**src/rtl/tla_pkg.sv**
```systemverilog
// constants, state types and reset values for the temperature limit alert
// What this block does
// - alert offers two behaviours, comparator mode and latched interrupt mode.
// - after reset the mode setting selects latched interrupt mode.
// - alert goes active when temperature is above upper or below lower limit.
// - comparator mode releases alert once back inside limits by hysteresis.
// - comparator mode keeps alert state unchanged when shutdown is entered.
// - interrupt mode clears alert on any register read.
// - interrupt mode re-asserts only on a new result outside the limits.
// - interrupt mode clears alert when shutdown is entered.
package tla_pkg;

    // ==========================================================
    // register map, byte addresses
    localparam logic [4:0] ADDR_CFG  = 5'h00;
    localparam logic [4:0] ADDR_HIGH = 5'h04;
    localparam logic [4:0] ADDR_LOW  = 5'h08;
    localparam logic [4:0] ADDR_HYST = 5'h0c;
    localparam logic [4:0] ADDR_TEMP = 5'h10;
    localparam logic [4:0] ADDR_STAT = 5'h14;

    // ==========================================================
    // field positions
    localparam int CFG_MODE_BIT   = 0;
    localparam int CFG_POL_BIT    = 1;
    localparam int CFG_SD_BIT     = 2;
    localparam int STAT_ALERT_BIT = 0;
    localparam int STAT_OVER_BIT  = 1;
    localparam int STAT_UNDER_BIT = 2;

    // ==========================================================
    // values after reset
    localparam logic        CMP_MODE_RST = 1'b0;
    localparam logic        POL_HIGH_RST = 1'b0;
    localparam logic        SHUTDOWN_RST = 1'b0;
    localparam logic [15:0] HIGH_RST     = 16'h2000;
    localparam logic [15:0] LOW_RST      = 16'h0500;
    localparam logic [15:0] HYST_RST     = 16'h0280;

    // ==========================================================
    // state of the alert core
    typedef struct packed {
        logic        waitreq;
        logic [31:0] rdata;
        logic        cmp_mode;
        logic        pol_high;
        logic        shutdown;
        logic [15:0] t_high;
        logic [15:0] t_low;
        logic [15:0] temp_hysteresis;
        logic [15:0] temp;
        logic        over;
        logic        under;
        logic        alert;
    } tla_state_type;

    localparam tla_state_type ST_RST = '{
        waitreq:         1'b1,
        cmp_mode:        CMP_MODE_RST,
        pol_high:        POL_HIGH_RST,
        shutdown:        SHUTDOWN_RST,
        t_high:          HIGH_RST,
        t_low:           LOW_RST,
        temp_hysteresis: HYST_RST,
        default:         '0
    };

    // state of the open-drain driver
    typedef struct packed {
        logic oe;
        logic out;
    } tla_pin_type;

endpackage : tla_pkg

```
**src/rtl/tla_cmp.sv**
```systemverilog
// signed limit and hysteresis comparisons for one result
`timescale 1ns/1ns
`default_nettype none
module tla_cmp (
    // operands
    input  wire logic [15:0] temp_i,
    input  wire logic [15:0] high_i,
    input  wire logic [15:0] low_i,
    input  wire logic [15:0] hyst_i,
    // results
    output logic             above_high_o,
    output logic             below_low_o,
    output logic             below_high_hyst_o,
    output logic             above_low_hyst_o
);
    // 18 bits: signed limit plus or minus a full unsigned hysteresis
    // still fits, so extreme settings cannot wrap
    logic signed [17:0] temp_s;
    logic signed [17:0] high_s;
    logic signed [17:0] low_s;
    logic signed [17:0] hyst_s;
    logic signed [17:0] high_rel;
    logic signed [17:0] low_rel;

    assign temp_s   = {{2{temp_i[15]}}, temp_i};
    assign high_s   = {{2{high_i[15]}}, high_i};
    assign low_s    = {{2{low_i[15]}}, low_i};
    assign hyst_s   = {2'b00, hyst_i};
    assign high_rel = high_s - hyst_s;
    assign low_rel  = low_s + hyst_s;

    assign above_high_o      = temp_s > high_s;
    assign below_low_o       = temp_s < low_s;
    assign below_high_hyst_o = temp_s < high_rel;
    assign above_low_hyst_o  = temp_s > low_rel;
endmodule : tla_cmp
`default_nettype wire

```
**src/rtl/tla_od_pin.sv**
```systemverilog
// open-drain alert pin driver with polarity select
`timescale 1ns/1ns
`default_nettype none
module tla_od_pin (
    // clock and reset
    input  wire logic ref_clk_i,
    input  wire logic rst_b_i,
    // alert state
    input  wire logic active_i,
    input  wire logic pol_high_i,
    // pin
    output logic      pin_o,
    output logic      pin_oe_o
);
    tla_pkg::tla_pin_type st_q;
    tla_pkg::tla_pin_type st_d;

    always_comb begin
        st_d     = st_q;
        // active-low pulls when active, active-high pulls when idle
        st_d.oe  = active_i ^ pol_high_i;
        st_d.out = 1'b0;
    end

    always_ff @(posedge ref_clk_i) begin
        if (!rst_b_i) begin
            st_q <= '0;
        end else begin
            st_q <= st_d;
        end
    end

    assign pin_o    = st_q.out;
    assign pin_oe_o = st_q.oe;
endmodule : tla_od_pin
`default_nettype wire

```
**src/rtl/tla_alert.sv**
```systemverilog
// temperature limit alert core with avalon-mm register slave
//
// The register offsets and the Avalon-MM interface to the registers are this design's own decisions.
`timescale 1ns/1ns
`default_nettype none
module tla_alert (
    // clock and reset
    input  wire logic        ref_clk_i,
    input  wire logic        rst_b_i,
    // avalon-mm slave
    input  wire logic [4:0]  avs_address_i,
    input  wire logic        avs_read_i,
    input  wire logic        avs_write_i,
    input  wire logic [31:0] avs_writedata_i,
    input  wire logic [3:0]  avs_byteenable_i,
    output logic [31:0]      avs_readdata_o,
    output logic             avs_waitrequest_o,
    // conversion results
    input  wire logic [15:0] temp_result_i,
    input  wire logic        temp_valid_i,
    // converter control
    output logic             shutdown_o,
    // open-drain alert pin
    output logic             alert_pin_o,
    output logic             alert_pin_oe_o
);

    // ==========================================================
    // helpers
    function automatic logic [15:0] merge16(
        input logic [15:0] old_v,
        input logic [31:0] wdata,
        input logic [3:0]  be
    );
        logic [15:0] r;
        r = old_v;
        if (be[0]) begin
            r[7:0] = wdata[7:0];
        end
        if (be[1]) begin
            r[15:8] = wdata[15:8];
        end
        return r;
    endfunction : merge16

    function automatic logic [31:0] read_word(
        input logic [4:0]          addr,
        input tla_pkg::tla_state_type s
    );
        logic [31:0] r;
        r = 32'h0000_0000;
        case (addr)
            tla_pkg::ADDR_CFG: begin
                r[tla_pkg::CFG_MODE_BIT] = s.cmp_mode;
                r[tla_pkg::CFG_POL_BIT]  = s.pol_high;
                r[tla_pkg::CFG_SD_BIT]   = s.shutdown;
            end
            tla_pkg::ADDR_HIGH: r[15:0] = s.t_high;
            tla_pkg::ADDR_LOW:  r[15:0] = s.t_low;
            tla_pkg::ADDR_HYST: r[15:0] = s.temp_hysteresis;
            tla_pkg::ADDR_TEMP: r[15:0] = s.temp;
            tla_pkg::ADDR_STAT: begin
                r[tla_pkg::STAT_ALERT_BIT] = s.alert;
                r[tla_pkg::STAT_OVER_BIT]  = s.over;
                r[tla_pkg::STAT_UNDER_BIT] = s.under;
            end
            default: r = 32'h0000_0000;
        endcase
        return r;
    endfunction : read_word

    // ==========================================================
    // state and decode
    tla_pkg::tla_state_type st_q;
    tla_pkg::tla_state_type st_d;

    logic rd_done;
    logic wr_done;
    logic cfg_wr;
    logic sd_entry;
    logic new_res;
    logic above_high;
    logic below_low;
    logic below_hh;
    logic above_lh;
    logic hit;

    // an access completes at the edge where waitrequest is seen low
    assign rd_done  = avs_read_i & ~st_q.waitreq;
    assign wr_done  = avs_write_i & ~st_q.waitreq;
    assign cfg_wr   = wr_done & (avs_address_i == tla_pkg::ADDR_CFG)
                      & avs_byteenable_i[0];
    assign sd_entry = cfg_wr & avs_writedata_i[tla_pkg::CFG_SD_BIT]
                      & ~st_q.shutdown;
    // no conversions while shut down, so results then are ignored
    assign new_res  = temp_valid_i & ~st_q.shutdown;
    assign hit      = above_high | below_low;

    tla_cmp u_cmp (
        .temp_i            (temp_result_i),
        .high_i            (st_q.t_high),
        .low_i             (st_q.t_low),
        .hyst_i            (st_q.temp_hysteresis),
        .above_high_o      (above_high),
        .below_low_o       (below_low),
        .below_high_hyst_o (below_hh),
        .above_low_hyst_o  (above_lh)
    );

    // ==========================================================
    // next state
    always_comb begin
        st_d         = st_q;
        st_d.waitreq = 1'b1;

        // one wait state, then the answer for exactly one cycle
        if ((avs_read_i | avs_write_i) & st_q.waitreq) begin
            st_d.waitreq = 1'b0;
            if (avs_read_i) begin
                st_d.rdata = read_word(avs_address_i, st_q);
            end
        end

        if (wr_done) begin
            case (avs_address_i)
                tla_pkg::ADDR_CFG: begin
                    if (avs_byteenable_i[0]) begin
                        st_d.cmp_mode =
                            avs_writedata_i[tla_pkg::CFG_MODE_BIT];
                        st_d.pol_high =
                            avs_writedata_i[tla_pkg::CFG_POL_BIT];
                        st_d.shutdown =
                            avs_writedata_i[tla_pkg::CFG_SD_BIT];
                    end
                end
                tla_pkg::ADDR_HIGH: begin
                    st_d.t_high = merge16(st_q.t_high, avs_writedata_i,
                                          avs_byteenable_i);
                end
                tla_pkg::ADDR_LOW: begin
                    st_d.t_low = merge16(st_q.t_low, avs_writedata_i,
                                         avs_byteenable_i);
                end
                tla_pkg::ADDR_HYST: begin
                    st_d.temp_hysteresis =
                        merge16(st_q.temp_hysteresis, avs_writedata_i,
                                avs_byteenable_i);
                end
                // result and status are read-only
                default: st_d.temp = st_q.temp;
            endcase
        end

        // hysteresis tracking runs in both modes so a mode change
        // starts from a consistent over/under picture
        if (new_res) begin
            st_d.temp  = temp_result_i;
            st_d.over  = st_q.over ? ~below_hh : above_high;
            st_d.under = st_q.under ? ~above_lh : below_low;
        end

        if (st_q.cmp_mode) begin
            // shutdown is deliberately not looked at here
            if (new_res) begin
                st_d.alert = st_d.over | st_d.under;
            end
        end else begin
            if (rd_done | sd_entry) begin
                st_d.alert = 1'b0;
            end
            // a fresh excursion wins over a clear in the same cycle
            if (new_res & hit) begin
                st_d.alert = 1'b1;
            end
        end
    end

    always_ff @(posedge ref_clk_i) begin
        if (!rst_b_i) begin
            st_q <= tla_pkg::ST_RST;
        end else begin
            st_q <= st_d;
        end
    end

    // ==========================================================
    // pin driver
    tla_od_pin u_pin (
        .ref_clk_i  (ref_clk_i),
        .rst_b_i    (rst_b_i),
        .active_i   (st_q.alert),
        .pol_high_i (st_q.pol_high),
        .pin_o      (alert_pin_o),
        .pin_oe_o   (alert_pin_oe_o)
    );

    assign avs_readdata_o    = st_q.rdata;
    assign avs_waitrequest_o = st_q.waitreq;
    assign shutdown_o        = st_q.shutdown;
endmodule : tla_alert
`default_nettype wire

```
**config.mk**
```make
export PLATFORM = sky130hd
export DESIGN_NAME = tla_alert
export DESIGN_NICKNAME = d
export VERILOG_FILES = /design/src/rtl/tla_pkg.sv /design/src/rtl/tla_cmp.sv /design/src/rtl/tla_od_pin.sv /design/src/rtl/tla_alert.sv
export SDC_FILE = /design/constraint.sdc
export NUM_CORES = 1
export LEC_CHECK = 0
export ABC_AREA = 1
export BUFFER_PORTS_ARGS = -buffer_cell sky130_fd_sc_hd__buf_4
export CORE_MARGIN = 3
export CORE_UTILIZATION = 55
export CTS_BUF_LIST = sky130_fd_sc_hd__clkbuf_4 sky130_fd_sc_hd__clkbuf_8 sky130_fd_sc_hd__clkbuf_16
export CTS_CLUSTER_DIAMETER = 200
export DETAILED_ROUTE_END_ITERATION = 7
export HOLD_SLACK_MARGIN = 0.03
export MAX_ROUTING_LAYER = met4
export PLACE_DENSITY = 0.74
export SETUP_SLACK_MARGIN = 0.02
export SYNTH_ARGS = -nofsm -noshare
export SYNTH_HDL_FRONTEND = slang
export SYNTH_HIERARCHICAL = 1
export SYNTH_SLANG_ARGS = --single-unit
```
**constraint.sdc**
```tcl
create_clock -name ref_clk_i -period 3.65 [get_ports ref_clk_i]
set_input_delay 0 -clock ref_clk_i [delete_from_list [all_inputs] [get_ports ref_clk_i]]
set_output_delay 0 -clock ref_clk_i [all_outputs]
set_load 0.02 [all_outputs]
```
# Word level (Yosys, flattened, before mapping)
# Cells that the tools add are included.
[classes]
addsub = 2
n_lt_le_gt_ge = 4
eq_ne = 6
mux = 11
n_bitwise = 18
n_reduce_logical = 11
[ops]
columns = ["cell", "count"]
rows = [
  ["$pmux W13 S4", 1],
  ["$mux W33", 1],
  ["$reduce_and A3 Y1", 7],
  ["$add A16 B17 Y18", 1],
  ["$gt A16 B18 Y1", 1],
  ["$lt A16 B18 Y1", 1],
  ["$mux W18", 1],
  ["$pmux W3 S6", 1],
  ["$sub A16 B17 Y18", 1],
  ["$gt A16 B16 Y1", 1],
  ["$lt A16 B16 Y1", 1],
  ["$mux W16", 1],
  ["$eq A5 B4 Y1 const B", 2],
  ["$eq A5 B5 Y1 const B", 2],
  ["$and A1 B1 Y1", 9],
  ["$mux W1", 6],
  ["$eq A5 B3 Y1 const B", 1],
  ["$logic_not A5 Y1", 1],
  ["$not A1 Y1", 4],
  ["$or A1 B1 Y1", 4],
  ["$reduce_and A2 Y1", 2],
  ["$reduce_bool A3 Y1", 1],
  ["$ne A2 B1 Y1 const B", 1],
  ["$xor A1 B1 Y1", 1],
]
[word_totals]
reg_bits = 88
in_bits = 62
output_inout_bits = 36
wordCells = 68

# Depth between registers and ports, before layout
[depth]
depth_word = 10
mapped_depth = 27
mapped_depth_nobuf = 27

# Modules after synthesis
# Netlist, hierarchy kept.
[by_module_without_submodules]
columns = ["mod", "instances", "cells_each", "area_per_inst_um2", "seq_area_each_um2"]
rows = [
  ["tla_alert", 1, 544, 3952.5, 1741.7],
  ["tla_cmp", 1, 640, 3693.5, 0.0],
  ["tla_od_pin", 1, 7, 46.3, 20.0],
]

# Worst setup path after synthesis
# Ideal clock, no wire load.
[synth_path]
path_type = "flip-flop to flip-flop"
from = "register st_q[35] in the netlist's numbering"
to = "register st_q[0] in the netlist's numbering"
setup_ns = 0.119
t_arrival_ns = 2.796
required_time_ns = 3.531
slack_ns = 0.734
path_stages_with_launch = 26
n_path_buf = 0
period_less_slack_ns = 2.916
cell_sequence = "dfxtp_1 ha_1 fa_1 nand2_1 nand3_1 and2_4 nand3_1 nand2_1 nand2_1 nand2_1 nand2_1 nand2_1 ha_1 nand2_1 nor2_1 nand2_1 nor2_1 nor2_1 nand3_1 nand2_1 nor2_1 nand3_1 o21ai_0 nand3_1 nand3_1 a21oi_1"
[synth_between]
elab_chain_cells = 8
word_cells_on_any_way = 14
classes_between = "1 x add/sub; 2 x order compare; 5 x mux; 4 x bitwise; 2 x reduce/logical"
[synth_lines]
columns = ["item", "line", "rtl"]
rows = [
  ["start, declared", "tla_alert.sv:74", "tla_pkg::tla_state_type st_q;"],
  ["start signal, assigned", "tla_alert.sv:180", "st_q <= tla_pkg::ST_RST;"],
  ["start signal, assigned", "tla_alert.sv:182", "st_q <= st_d;"],
  ["$add A16 B17 Y18", "tla_cmp.sv:30", "assign low_rel = low_s + hyst_s;"],
  ["$gt A16 B18 Y1", "tla_cmp.sv:35", "assign above_low_hyst_o = temp_s > low_rel;"],
  ["named net above_lh", "tla_alert.sv:85", "logic above_lh;"],
  ["$not A1 Y1", "tla_alert.sv:159", "st_d.under = st_q.under ? ~above_lh : below_low;"],
  ["$mux W1", "tla_alert.sv:159", ""],
  ["$mux W18", "tla_alert.sv:156", "if (new_res) begin"],
  ["$or A1 B1 Y1", "tla_alert.sv:165", "st_d.alert = st_d.over | st_d.under;"],
  ["$mux W1", "tla_alert.sv:164", "if (new_res) begin"],
  ["$mux W1", "tla_alert.sv:162", "if (st_q.cmp_mode) begin"],
]
# The timed path passes the listed nets, and every way through them passes these cells. The select of a mux whose other input is x is not followed.
# A chain may end at the register's enable or synchronous reset.

# Final worst setup path
[layout_path]
from = "register st_q[51] in the netlist's numbering"
to = "register st_q[0] in the netlist's numbering"
[layout_between]
elab_chain_cells = 8
word_cells_on_any_way = 14
classes_between = "1 x add/sub; 2 x order compare; 5 x mux; 4 x bitwise; 2 x reduce/logical"
[layout_lines]
columns = ["item", "line", "rtl"]
rows = [
  ["$sub A16 B17 Y18", "tla_cmp.sv:29", "assign high_rel = high_s - hyst_s;"],
  ["$lt A16 B18 Y1", "tla_cmp.sv:34", "assign below_high_hyst_o = temp_s < high_rel;"],
  ["named net below_hh", "tla_alert.sv:84", "logic below_hh;"],
  ["$not A1 Y1", "tla_alert.sv:158", "st_d.over = st_q.over ? ~below_hh : above_high;"],
  ["$mux W1", "tla_alert.sv:158", ""],
  ["$mux W18", "tla_alert.sv:156", ""],
  ["$or A1 B1 Y1", "tla_alert.sv:165", ""],
  ["$mux W1", "tla_alert.sv:164", ""],
  ["$mux W1", "tla_alert.sv:162", ""],
]
# The timed path passes the listed nets, and every way through them passes these cells. The select of a mux whose other input is x is not followed.

==> flow_metrics.tcl <==
set metrics [dict create \
    status "finished clean" \
    tightest_slew_ps 783 \
    synth.largest_area_cell "dfxtp_1" \
    p_leak_nw 4.36 \
    slew_violations 0 \
    drc 0 \
    mostFrequentLayoutCell "nand2_1" \
    die_y_um 124 \
    core_um2 13500 \
    holdPathStages 3 \
    die-area_um2 15400 \
    slowest_delay_ps 440 \
    numCtsBuffers 9 \
    cts_sinks 88 \
    finalWirelength_um 22700 \
    grt_overflow_total 0 \
    critPathArrivalTime_ps 3560 \
    r2r_start "st_q[51]" \
    dpl_worst_slack_ps 265 \
    grt_pass1_vias 6826 \
    rows 42 \
    finalCoreUtilization_pct 65.5 \
    cp_max_fo 3 \
    relSlewSlack_pct 47.7 \
    vias 7735 \
    initialDrtViolationCount 687 \
    ir_worst_vdd_mv 0.276 \
    clkTransAtPathRegs_ps 70 \
    antenna_found_initial 0 \
    timing_worst_setup_path_type "flop to flop" \
    synth_top_flop_cell "dfxtp_1" \
    syn_inst 1191 \
    cts_tree "yes" \
    htreeDepth 3 \
    drive_gt1_share_pct 12.0 \
    layout_common_cells "nand2_1, nor2_1, inv_1, ha_1, dfxtp_1" \
    syn_to_final_growth_pct 14.5 \
    ys_seq_area_share_pct 22.9 \
    fin_crit_sh_pct 91.6 \
    root_buffer "clkbuf_16" \
    first_pass_iters 6 \
    gp_congestion 0.938 \
    reg2reg_depth 24 \
    cp_num_cells 24 \
    cap_violations 0 \
    io_pins 98 \
    syn_area_um2 7690 \
    avgSynthCellArea_um2 6.46 \
    antenna_left 0 \
    clockBufferDepth 2 \
    min_from "temp_result_i[13]" \
    viasPerCell 5.32 \
    yosysWarnings 6 \
    postCtsSetupBuffers 0 \
    fillCellCount 1285 \
    layout_setup_ws_ps 308 \
    synthTopCellsByArea "dfxtp_1, ha_1, nand2_1, nor2_1, inv_1" \
    path_cells "inv_1 -> ha_1 -> inv_1 -> fa_1 -> nand2_1 -> nand2_1 -> and2_4 -> nand2_2 -> nand2_2 -> nand2_1 -> nand2_2 -> xnor2_1 -> ha_1 -> nand3_1 -> nor4_1 -> nand2_1 -> nand2_1 -> nand2_1 -> nand2_1 -> nand3_1 -> o21ai_0 -> nand3_1 -> nand3_1 -> a21oi_1" \
    n_antenna_cell 0 \
    yosysTopAreaCellShare_pct 22.9 \
    design_area_um2 8810 \
    dpl.hpwl_um 17600 \
    cp-start-kind "flop" \
    setup-violations-final 0 \
    start_util_pct 57.2 \
    ys_types 38 \
    startpoint "st_q[51]" \
    worstPathRequired_ps 3870 \
    crit_family "simple AND/OR/NAND/NOR gates" \
    port_buffers 62 \
    p_total_mw 2.24 \
    nets 1438 \
    wl_per_cell_um 15.6 \
    die_w_um 124 \
    min_path_type "input pin to flop" \
    async_flop_share_pct 0 \
    crit_slowest_cell "fa_1" \
    rsz0062_at_grt "no" \
    synth_edf_count 0 \
    fin_skew_ps 6.60 \
    crit_path_end_kind "flop" \
    grt_pass1_wl_um 35500 \
    hold_viol_final 0 \
    ys_ff_latch 88 \
    layout_min_cycle_time_ps 3340 \
    cpMostUsedCell "nand2_1" \
    clock_latency_ps 350 \
    grt_usage_pct 29.2 \
    p_per_area_nw_per_um2 254 \
    fmax_mhz 299 \
    timing.critical_path.buf_inv 2 \
    tns_ps 0 \
    grt_max_degree 73 \
    place_area_um2 8190 \
]
## routing by layer
layer | vias to the layer above | track usage, % | part of all wire [%]
li1 | 3940 | - | -
met1 | 3454 | 37.3 | 44
met2 | 272 | 46.5 | 46
met3 | 69 | 4.37 | 5.7
met4 | 0 | 11.5 | 3.9
met5 | - | - | 0
## cell usage after synthesis (3+ instances only)
cell type	count
a21o_1	7
nand3_1	57
a21oi_1	66
nor2_1	191
dfxtp_1	88
o21ai_0	79
nand2_2	10
buf_4	36
inv_2	10
nand2_4	3
xor2_1	9
nor3_1	6
o21ai_1	6
nand4_1	15
a21oi_2	13
ha_1	100
inv_1	135
nand2_1	297
xnor2_1	11
nand3_2	3
clkbuf_1	11
o21bai_1	5
nor2_4	7
nor2_2	4
## repair_timing
item,CTS,global route
setup endpoints to repair,0,1
hold buffers,31,0
endpoints found under the hold margin,64,0
gates resized for setup,0,9
## logic make-up (layout without fill, tap and decap cells)
kind of cell    count (synthesis)  in the layout  share of synthesized area (%)
fa+ha+maj                     102            102                           16.8
simple gates                  601            601                           33.3
buf+inv                       198            270                           11.8
flops                          88             88                           22.9
other cells                     2             17                         0.0976
compound gates                180            180                           12.8
xor+xnor                       20             20                           2.28
## power by group
part	internal, mW	total [mW]	switching, mW
clock	0.496	0.887	0.392
sequential	0.982	0.995	0.0135
combinational	0.138	0.353	0.215
## layout make-up
cell class | count | area, µm² | area share (%)
timing repair buffer | 108 | 888 | 10.1
clock inverter | 4 | 30.0 | 0.341
tap | 176 | 220 | 2.50
multi-input combinational | 920 | 5100 | 57.9
inverter | 147 | 552 | 6.27
clock buffer | 11 | 253 | 2.87
sequential | 88 | 1760 | 20.0
## per-stage QoR
| stage | instances | hold WS, ps |
|---|---|---|
| after floorplan | 1206 | 113 |
| after global placement | 1408 | 225 |
| after detailed placement | 1408 | 231 |
| after CTS | 1454 | 56.2 |
| after global routing | 1454 | 69.7 |
| final | 1454 | 63.9 |
## worst paths after layout
path / endpoint / slack [ps]
worst min register to register: avs_readdata_o[4] / 470
worst min-delay path: st_q[16] / 60
worst max-delay path: st_q[0] / 310
worst max register to register: st_q[0] / 310
## flip-flops by register name (all words and copies together), names as in the netlist
signal             flops
avs_readdata_o        16
shutdown_o             1
avs_waitrequest_o      1
u_pin/pin_oe_o         1
st_q                  69
## worst reg2reg max path, delay by kind of cell, from the launching register on
kind / cells / cell delay [ps]
fa+ha+maj: 3 / 870
compound gates: 2 / 180
simple gates: 16 / 1540
xor+xnor: 1 / 130
flops: 1 / 340
buf+inv: 2 / 150
Note: power is estimated with default switching activity, not from simulation.
